**src/logic/ecp_map.vh**
```
// Register offsets, field positions and reset values of the external control port.
`ifndef ECP_MAP_VH
`define ECP_MAP_VH

`define ECP_OFF_CTRL      12'h000
`define ECP_OFF_STATUS    12'h004
`define ECP_OFF_IRQ_STAT  12'h008
`define ECP_OFF_IRQ_EN    12'h00c
`define ECP_OFF_IRQ_CLR   12'h010
`define ECP_OFF_STATE     12'h014

`define ECP_CTRL_EXT_EN   0
`define ECP_CTRL_PWR_ON   1
`define ECP_CTRL_BUSY     2
`define ECP_CTRL_RESET    32'h0000_0000

`define ECP_ST_PWR        0
`define ECP_ST_OUT        1
`define ECP_ST_LIM        2
`define ECP_ST_BUSY       3
`define ECP_ST_SEQ_LO     4
`define ECP_ST_SEQ_HI     5
`define ECP_ST_BR_LO      6
`define ECP_ST_BR_HI      7

`define ECP_NCMD          7
`define ECP_CMD_OFF       0
`define ECP_CMD_ON        1
`define ECP_CMD_START     2
`define ECP_CMD_STOP      3
`define ECP_CMD_HOLD      4
`define ECP_CMD_BR1       5
`define ECP_CMD_BR2       6

`define ECP_SEQ_IDLE      2'h0
`define ECP_SEQ_RUN       2'h1
`define ECP_SEQ_HOLD      2'h2

`endif

```
**src/logic/ecp_edge_sync.v**
```verilog
// Synchroniser and falling-edge detector for the command inputs.
`timescale 1ns/1ps
`default_nettype none
module ecp_edge_sync #(
    parameter N = 7
) (
    // Clock and reset
    input  wire         hclk,
    input  wire         hresetn,
    // Command pins and qualifier
    input  wire [N-1:0] cmd_n,
    input  wire         enable,
    // One-cycle pulses
    output wire [N-1:0] fall_pulse
);
    genvar i;
    generate
        for (i = 0; i < N; i = i + 1)
        begin : g_bit
            reg s1_r;
            reg s2_r;
            reg s3_r;
            // Inputs idle high through pull-ups, so reset to one avoids a false edge.
            always @(posedge hclk or negedge hresetn)
            begin
                if (!hresetn)
                begin
                    s1_r <= 1'b1;
                    s2_r <= 1'b1;
                    s3_r <= 1'b1;
                end
                else
                begin
                    s1_r <= cmd_n[i];
                    s2_r <= s1_r;
                    s3_r <= s2_r;
                end
            end
            assign fall_pulse[i] = enable & s3_r & ~s2_r;
        end
    endgenerate
endmodule // ecp_edge_sync
`default_nettype wire

```
**src/logic/ecp_port.v**
```verilog
// External control I/O port with AHB-Lite register access.
//
// The placing of the registers and the AHB-Lite register port were left to the implementer.
`timescale 1ns/1ps
`default_nettype none
`include "ecp_map.vh"
// Operation
// - The power-state pin is high while the source is on and low while it is off.
// - The output-state pin is high while the power output is enabled, low otherwise.
// - The limiter pin is high while any of the four limiters is active, low otherwise.
// - The busy pin is high while firmware is busy and low when idle.
// - A falling edge on the output-off input turns the output off; levels do nothing.
// - A falling edge on the output-on input turns the output on; only that edge counts.
// - A falling edge on the sequence-start input starts the programmed sequence.
// - A falling edge on the sequence-stop input ends the running sequence.
// - A falling edge on the sequence-hold input pauses the running sequence.
// - A falling edge on the first branch input selects branch one of the running sequence.
// - A falling edge on the second branch input selects branch two of the running sequence.
// - Commands act only while external control is enabled; the controller checks this first.
module ecp_port (
    // AHB-Lite slave
    input  wire        hclk,
    input  wire        hresetn,
    input  wire        hsel,
    input  wire [11:0] haddr,
    input  wire [1:0]  htrans,
    input  wire        hwrite,
    input  wire [2:0]  hsize,
    input  wire [31:0] hwdata,
    input  wire        hready,
    output wire [31:0] hrdata,
    output wire        hreadyout,
    output wire        hresp,
    // Limiter conditions
    input  wire        lim_peak_pos,
    input  wire        lim_peak_neg,
    input  wire        lim_avg,
    input  wire        lim_power,
    // Command pins, active on falling edge
    input  wire        output_off_n,
    input  wire        output_on_n,
    input  wire        seq_start_n,
    input  wire        seq_stop_n,
    input  wire        seq_hold_n,
    input  wire        seq_branch1_n,
    input  wire        seq_branch2_n,
    // Status pins
    output wire        power_state_status,
    output wire        output_state_status,
    output wire        limiter_active_status,
    output wire        busy_status,
    // Sequence controls toward the sequencer
    output wire        output_enabled,
    output wire [1:0]  seq_state,
    output wire [1:0]  seq_branch,
    output wire        seq_branch_pulse,
    // Interrupt
    output wire        irq
);
    wire [`ECP_NCMD-1:0] cmd_pulse;
    reg  [31:0] ctrl_r;
    reg         out_on_r;
    reg  [1:0]  seq_r;
    reg  [1:0]  branch_r;
    reg         br_pulse_r;
    reg         pwr_r;
    reg         outs_r;
    reg         lim_r;
    reg         busy_r;
    reg  [7:0]  irq_stat_r;
    reg  [7:0]  irq_en_r;
    reg         wr_pend_r;
    reg         rd_pend_r;
    reg  [11:0] addr_r;
    reg  [31:0] rdata_r;
    reg  [31:0] rdata_nxt;
    reg  [1:0]  seq_nxt;
    wire        ext_en;
    wire        lim_any;
    wire        access;
    wire [7:0]  events;
    wire [7:0]  irq_clr;

    assign ext_en  = ctrl_r[`ECP_CTRL_EXT_EN];
    assign lim_any = lim_peak_pos | lim_peak_neg | lim_avg | lim_power;
    assign access  = hsel & hready & htrans[1];

    ecp_edge_sync #(
        .N          (`ECP_NCMD)
    ) u_sync (
        .hclk       (hclk),
        .hresetn    (hresetn),
        .cmd_n      ({seq_branch2_n, seq_branch1_n, seq_hold_n, seq_stop_n,
                      seq_start_n, output_on_n, output_off_n}),
        .enable     (ext_en),
        .fall_pulse (cmd_pulse)
    );

    // Sequence next state; stop outranks hold in run and start in hold, and start beats a hold edge in hold.
    always @*
    begin
        seq_nxt = seq_r;
        case (seq_r)
            `ECP_SEQ_IDLE:
            begin
                if (cmd_pulse[`ECP_CMD_START])
                    seq_nxt = `ECP_SEQ_RUN;
            end
            `ECP_SEQ_RUN:
            begin
                if (cmd_pulse[`ECP_CMD_STOP])
                    seq_nxt = `ECP_SEQ_IDLE;
                else if (cmd_pulse[`ECP_CMD_HOLD])
                    seq_nxt = `ECP_SEQ_HOLD;
            end
            `ECP_SEQ_HOLD:
            begin
                if (cmd_pulse[`ECP_CMD_STOP])
                    seq_nxt = `ECP_SEQ_IDLE;
                else if (cmd_pulse[`ECP_CMD_START])
                    seq_nxt = `ECP_SEQ_RUN;
            end
            default:
                seq_nxt = `ECP_SEQ_IDLE;
        endcase
    end

    always @(posedge hclk or negedge hresetn)
    begin
        if (!hresetn)
        begin
            out_on_r   <= 1'b0;
            seq_r      <= `ECP_SEQ_IDLE;
            branch_r   <= 2'h0;
            br_pulse_r <= 1'b0;
        end
        else
        begin
            // Off wins if both edges land together, the safe choice for a power stage.
            if (cmd_pulse[`ECP_CMD_OFF])
                out_on_r <= 1'b0;
            else if (cmd_pulse[`ECP_CMD_ON])
                out_on_r <= 1'b1;
            seq_r      <= seq_nxt;
            br_pulse_r <= 1'b0;
            if (seq_r == `ECP_SEQ_RUN && cmd_pulse[`ECP_CMD_BR1])
            begin
                branch_r   <= 2'h1;
                br_pulse_r <= 1'b1;
            end
            else if (seq_r == `ECP_SEQ_RUN && cmd_pulse[`ECP_CMD_BR2])
            begin
                branch_r   <= 2'h2;
                br_pulse_r <= 1'b1;
            end
        end
    end

    // Status pins are registered so they never glitch on the connector.
    always @(posedge hclk or negedge hresetn)
    begin
        if (!hresetn)
        begin
            pwr_r  <= 1'b0;
            outs_r <= 1'b0;
            lim_r  <= 1'b0;
            busy_r <= 1'b0;
        end
        else
        begin
            pwr_r  <= ctrl_r[`ECP_CTRL_PWR_ON];
            outs_r <= out_on_r;
            lim_r  <= lim_any;
            busy_r <= ctrl_r[`ECP_CTRL_BUSY];
        end
    end

    assign events  = {br_pulse_r & (branch_r == 2'h2), br_pulse_r & (branch_r == 2'h1),
                      cmd_pulse[`ECP_CMD_HOLD], cmd_pulse[`ECP_CMD_STOP], cmd_pulse[`ECP_CMD_START],
                      cmd_pulse[`ECP_CMD_ON], cmd_pulse[`ECP_CMD_OFF], lim_any & ~lim_r};
    assign irq_clr = (wr_pend_r && addr_r == `ECP_OFF_IRQ_CLR) ? hwdata[7:0] : 8'h00;

    // AHB data phase; writes complete with zero wait states.
    always @(posedge hclk or negedge hresetn)
    begin
        if (!hresetn)
        begin
            wr_pend_r  <= 1'b0;
            rd_pend_r  <= 1'b0;
            addr_r     <= 12'h000;
            ctrl_r     <= `ECP_CTRL_RESET;
            irq_en_r   <= 8'h00;
            irq_stat_r <= 8'h00;
            rdata_r    <= 32'h0000_0000;
        end
        else
        begin
            wr_pend_r <= access & hwrite;
            rd_pend_r <= access & ~hwrite;
            if (access)
                addr_r <= haddr;
            if (access & ~hwrite)
                rdata_r <= rdata_nxt;
            if (wr_pend_r && addr_r == `ECP_OFF_CTRL)
                ctrl_r <= {29'h0000_0000, hwdata[2:0]};
            if (wr_pend_r && addr_r == `ECP_OFF_IRQ_EN)
                irq_en_r <= hwdata[7:0];
            // A new event beats a clear in the same cycle.
            irq_stat_r <= (irq_stat_r & ~irq_clr) | events;
        end
    end

    always @*
    begin
        case (haddr)
            `ECP_OFF_CTRL:     rdata_nxt = ctrl_r;
            `ECP_OFF_STATUS:   rdata_nxt = {24'h00_0000, branch_r, seq_r, busy_r, lim_r, outs_r, pwr_r};
            `ECP_OFF_IRQ_STAT: rdata_nxt = {24'h00_0000, irq_stat_r};
            `ECP_OFF_IRQ_EN:   rdata_nxt = {24'h00_0000, irq_en_r};
            `ECP_OFF_STATE:    rdata_nxt = {31'h0000_0000, ext_en};
            default:           rdata_nxt = 32'h0000_0000;
        endcase
    end

    assign hrdata    = rdata_r;
    assign hreadyout = 1'b1;
    assign hresp     = 1'b0;

    assign power_state_status    = pwr_r;
    assign output_state_status   = outs_r;
    assign limiter_active_status = lim_r;
    assign busy_status           = busy_r;
    assign output_enabled        = out_on_r;
    assign seq_state             = seq_r;
    assign seq_branch            = branch_r;
    assign seq_branch_pulse      = br_pulse_r;
    assign irq                   = |(irq_stat_r & irq_en_r);
endmodule // ecp_port
`default_nettype wire

```
**config.mk**
```make
export PLATFORM = sky130hd
export DESIGN_NAME = ecp_port
export DESIGN_NICKNAME = d
export VERILOG_FILES = /design/src/logic/ecp_edge_sync.v /design/src/logic/ecp_port.v
export VERILOG_INCLUDE_DIRS = /design/src /design/src/logic
export SDC_FILE = /design/constraint.sdc
export NUM_CORES = 1
export LEC_CHECK = 0
export ABC_AREA = 1
export BUFFER_PORTS_ARGS = -buffer_cell sky130_fd_sc_hd__clkbuf_2
export CAP_MARGIN = 20
export CORE_MARGIN = 2
export CORE_UTILIZATION = 50
export DETAILED_ROUTE_END_ITERATION = 12
export PLACE_DENSITY = 0.77
export SYNTH_ARGS = -nofsm -noshare
export SYNTH_HDL_FRONTEND = slang
export SYNTH_SLANG_ARGS = --single-unit
```
**constraint.sdc**
```tcl
create_clock -name hclk -period 1.7 [get_ports hclk]
set_clock_uncertainty 0.2 [all_clocks]
set_input_delay 0 -clock hclk [delete_from_list [all_inputs] [get_ports hclk]]
set_output_delay 0 -clock hclk [all_outputs]
set_load 0.1 [all_outputs]
```
======== After elaboration in Yosys (flattened, before gate mapping) ========
Index checks and enable logic that the tools add are counted.
W data, S select, Z words.
word-level totals
  input port bits ......................... 65
  output and inout bits ................... 45
  logic and storage cells ................. 107
  register bits after elaboration ......... 95
cells by class
  equal/unequal tests ..................... 11
  bitwise gates (word level) .............. 37
  muxes and demuxes ....................... 13
  reduce and logical (&&, ||, !) cells .... 11
operators by type and width
  operator               number
  $pmux W8 S5            1
  $eq A12 B4 Y1 const B  3
  $eq A12 B5 Y1 const B  2
  $logic_not A12 Y1      2
  $and A1 B1 Y1          21
  $and A8 B8 Y8          2
  $eq A12 B3 Y1 const B  1
  $mux W2                6
  $not A1 Y1             9
  $mux W8                1
  $not A8 Y8             1
  $or A8 B8 Y8           1
  $reduce_or A8 Y1       1
  $pmux W2 S3            1
  $logic_and A1 B1 Y1    5
  $eq A2 B1 Y1 const B   2
  $eq A2 B2 Y1 const B   2
  $mux W1                4
  $reduce_bool A2 Y1     2
  $ne A3 B3 Y1 const B   1
  $or A1 B1 Y1           3
  $logic_not A2 Y1       1

======== Depth between registers and ports, before layout ========
  depth in word-level cells ............... 6
  depth in mapped cells ................... 10

======== By module ========
From an unflattened synthesis, not the netlist that was laid out.
unflattened totals
  cell total of the unflattened synthesis .. 346
  area, all modules ....................... 3,239.4 um^2
by module, submodules not included
  module         cells each  seq. area each (um^2)  area an instance (um^2)  times used
  ecp_port       311         1,251.2                2,635.0                  1
  ecp_edge_sync  35          551.8                  604.3                    1

======== Worst setup path after synthesis ========
Ideal clock, no wire load.
  kind .................................... register -> register
  start ................................... register seq_r[0], in the netlist seq_state[0]
  end ..................................... register branch_r[0], in the netlist seq_branch[0]
  setup slack ............................. -226 ps
  period minus slack after synthesis ...... 1,926 ps
  library setup time ...................... 124 ps
  arrival ................................. 1,603 ps
  stages on the path, launching flop included .. 7
  path buffers ............................ 0
  cells stage by stage .................... dfrtp_1 inv_1 nor2_1 and3_1 inv_1 nand2_1 o21ai_1
on the way
  longest elaborated chain between the ends .. 3
  elaborated cells on any way between the ends .. 5
  those cells by class .................... eq/ne (1); mux (1); reduce/logical (3)
ends and longest elaborated chain
  item                                                  RTL line                        text
  start, declared                                       ecp_port.v:63                   reg [1:0] seq_r;
  start signal, assigned                                ecp_port.v:133                  seq_r <= `ECP_SEQ_IDLE;
  start signal, assigned                                ecp_port.v:144                  seq_r <= seq_nxt;
  $eq A2 B1 Y1 (*)                                      -
  $logic_and A1 B1 Y1, on equally long branches         ecp_port.v:146, ecp_port.v:151
  $mux W2 / $reduce_bool A2 Y1 (equally long branches)  -
  end signal, assigned                                  ecp_port.v:134                  branch_r <= 2'h0;
  end signal, assigned                                  ecp_port.v:148                  branch_r <= 2'h1;
  end signal, assigned                                  ecp_port.v:153                  branch_r <= 2'h2;
  end, declared                                         ecp_port.v:64                   reg [1:0] branch_r;
Every way passes the cells marked *; elsewhere a longest branch is shown, timed or not.
A chain may end at the register's enable or synchronous reset.

======== Final worst setup path ========
  start ................................... input port hready
  end ..................................... register addr_r[4]
on the way
  longest elaborated chain between the ends .. 2
ends and longest elaborated chain
  item                         RTL line        text
  start, declared              ecp_port.v:30   input wire hready,
  $and A1 B1 Y1 (2 in series)  ecp_port.v:86   assign access = hsel & hready & htrans[1];
  end signal, assigned         ecp_port.v:201  addr_r <= haddr;
  end, declared                ecp_port.v:74   reg [11:0] addr_r;
Every way passes these cells.

==> flow_metrics.env <==
export IMPL_status="finished with violations"
export IMPL_failed_checks="negative hold slack"
export IMPL_synth_edf_count=0
export IMPL_arrival_ps=1680
export IMPL_place_congestion=0.834
export IMPL_clk_pin_slew_ps=80
export IMPL_insertion_delay_ps=340
export IMPL_cp_cell_sequence="dlygate4sd3_1, clkbuf_2, nand3_4, buf_8, dlygate4sd3_1, nand2_1, nand2_1"
export IMPL_grt_busiest_layer="met2"
export IMPL_io_pins=110
export IMPL_fillers=500
export IMPL_grt_usage_pct=21.5
export IMPL_synth_warnings=0
export IMPL_p_leak_nw=2.13
export IMPL_initial_core_util_pct=51.2
export IMPL_via_per_inst=4.95
export IMPL_peakVddDrop_mv=0.681
export IMPL_syn_avg_cell_area_um2=9.34
export IMPL_cts_root_buf="clkbuf_8"
export IMPL_multi_input_area_mm2=0.00120
export IMPL_wl_per_cell_um=13.1
export IMPL_synth_seq_cells=71
export IMPL_wirelength_mm=7.09
export IMPL_power_mw=4.47
export IMPL_cts_htree_levels=3
export IMPL_cp_max_fo=14
export IMPL_critical_path_class="in2reg"
export IMPL_drive_above_1_share_pct=28.7
export IMPL_post_route_cell_area_mm2=0.00423
export IMPL_yosys_area_top_type="dfrtp_1"
export IMPL_antenna_found_initial=0
export IMPL_antennaDiodeCount=0
export IMPL_critPathCaptureType="register"
export IMPL_whs_ps=-112
export IMPL_slew_viol_final=0
export IMPL_slew_headroom_pct=63.3
export IMPL_final_seq_area_mm2=0.00181
export IMPL_place_area_mm2=0.00352
export IMPL_max_stage_delay_ps=620
export IMPL_hold_path_class="in2reg"
export IMPL_ant_nets=0
export IMPL_dr_pass1_iters=4
export IMPL_syn_to_final_growth_pct=30.9
export IMPL_die_x_um=84.4
export IMPL_final_cell_mix="109 x nand2_1, 53 x clkbuf_2, 48 x dfrtp_1, 46 x dlygate4sd3_1, 28 x inv_1"
export IMPL_fp_dieH_um=84.4
export IMPL_drtIter0Drc=321
export IMPL_nets=523
export IMPL_synth_top_area_share_pct=38.7
export IMPL_tightest_slew_ps=554
export IMPL_final_common_cell="nand2_1"
export IMPL_finalCritPeriodShare_pct=96.4
export IMPL_grt_overflow=0
export IMPL_maxCapViolCount=0
export IMPL_port_buffers=55
export IMPL_clockBufferDepth=2
export IMPL_met1_usage_pct=28.4
export IMPL_core_area_mm2=0.00631
export IMPL_cts_tree="built"
export IMPL_synth_ff_type="dfrtp_1"
export IMPL_grt_use_met3_pct=4.13
export IMPL_hpwlAfterDp_mm=4.68
export IMPL_core_rowCount=29
export IMPL_hold_viol=15
export IMPL_critPathLaunchType="input port"
export IMPL_synth_area_mm2=0.00323
export IMPL_fin_setup_tns_ps=0
export IMPL_period_minus_slack_ps=1640
export IMPL_yosysUniqueCellTypes=32
export IMPL_cts_inserted_buffers=9
export IMPL_required_ps=1740
export IMPL_netlist_instances=346
export IMPL_grt_pass1_vias=2649
export IMPL_num_vias=2672
export IMPL_setup_viol=0
export IMPL_fmax_mhz=610
export IMPL_grt_max_degree=29
export IMPL_powerDensity_mw_per_mm2=1060
export IMPL_grt_pass1_wl_mm=12.2
export IMPL_use_met2_pct=35.4
export IMPL_ys_seq_area_share_pct=55.8
export IMPL_ys_async_sr_fraction_pct=100
export IMPL_dp_slack_ps=157
export IMPL_synth_top_cells_by_area="dfrtp_1 39%, dfstp_2 17%, nand2_1 13%"
export IMPL_setup_ws_ps=61.2
export IMPL_die_area_mm2=0.00712
export IMPL_cts_sinks=71
export IMPL_drcViolationCount=0
export IMPL_slowest_stage="dlygate4sd3_1"
## worst max-delay path, delay by kind of cell
family / cells / cell delay [ps]
simple gates: 3 / 240
buf+inv: 4 / 1430
## final cells by class
type / count / area share [%]
Clock buffer: 10 / 3.26
Clock inverter: 6 / 1.04
Inverter: 31 / 2.84
Multi-Input combinational cell: 239 / 28.5
Sequential cell: 71 / 42.7
Tap cell: 77 / 2.28
Timing Repair Buffer: 106 / 19.4
## cell usage after synthesis (3+ instances only)
master / instances
nor2_1: 19
inv_1: 28
nor3_4: 3
dfstp_2: 21
o21ai_1: 14
nand2_1: 109
buf_4: 27
nor2_4: 7
nand3_1: 27
dfrtp_1: 50
o21ai_0: 3
nor2_2: 3
o21ai_2: 8
## final timing paths
path	start	end	slack, ps	depth (start not counted)
max in group asynchronous	hresetn	seq_state[1]	410	3
min	hsel	hrdata[3]	-110	5
min reg2reg	u_sync.g_bit[0].s1_r	u_sync.g_bit[0].s2_r	160	0
max	hready	addr_r[4]	60	7
max reg2reg	addr_r[9]	irq_en_r[6]	80	6
min in group asynchronous	hresetn	u_sync.g_bit[3].s1_r	270	2
## cells by family after synthesis
| logic type | count (synthesis) | synth area share [%] |
|---|---|---|
| compound gates | 31 | 6.20 |
| buf+inv | 60 | 10.3 |
| simple gates | 182 | 27.4 |
| flops | 71 | 55.8 |
| other cells | 2 | 0.232 |
## where the power goes
part / internal [mW] / switching, mW / leakage [nW] / total [mW]
sequential: 1.86 / 0.133 / 0.778 / 2.00
clock: 0.574 / 0.656 / 0.0926 / 1.23
combinational: 0.256 / 0.992 / 1.26 / 1.25
## timing repair
item,4_1_cts,5_1_grt
pin swaps,0,2
hold buffers,44,3
gates resized for setup,2,8
cloned,0,0
endpoints found under the hold margin,116,9
setup endpoints to repair,1,16
buffers inserted,0,2
## per-stage QoR
step                      instances  utilization (%)
after floorplan                 370                -
after global placement          476             55.8
after detailed placement        476             55.8
after CTS                       536             65.8
after global routing            540             67.0
final                           540             67.0
## state kept, by name (all words and copies together), names as in the netlist, 2 cells and up
name and flops:
u_sync.g_bit.s2_r 7, u_sync.g_bit.s3_r 7, hrdata 8, ctrl_r 3, addr_r 12, seq_state 2, seq_branch 2, u_sync.g_bit.s1_r 7
irq_en_r 8, irq_stat_r 8
## routing by layer
layer | up-vias | share of wire [%] | routed length, um
li1 | 1281 | - | -
met1 | 1291 | 43 | 3040
met2 | 88 | 50 | 3580
met3 | 12 | 5.1 | 362
met4 | 0 | 1.6 | 115
met5 | - | 0 | 0
Note: power is estimated with default switching activity, not from simulation.
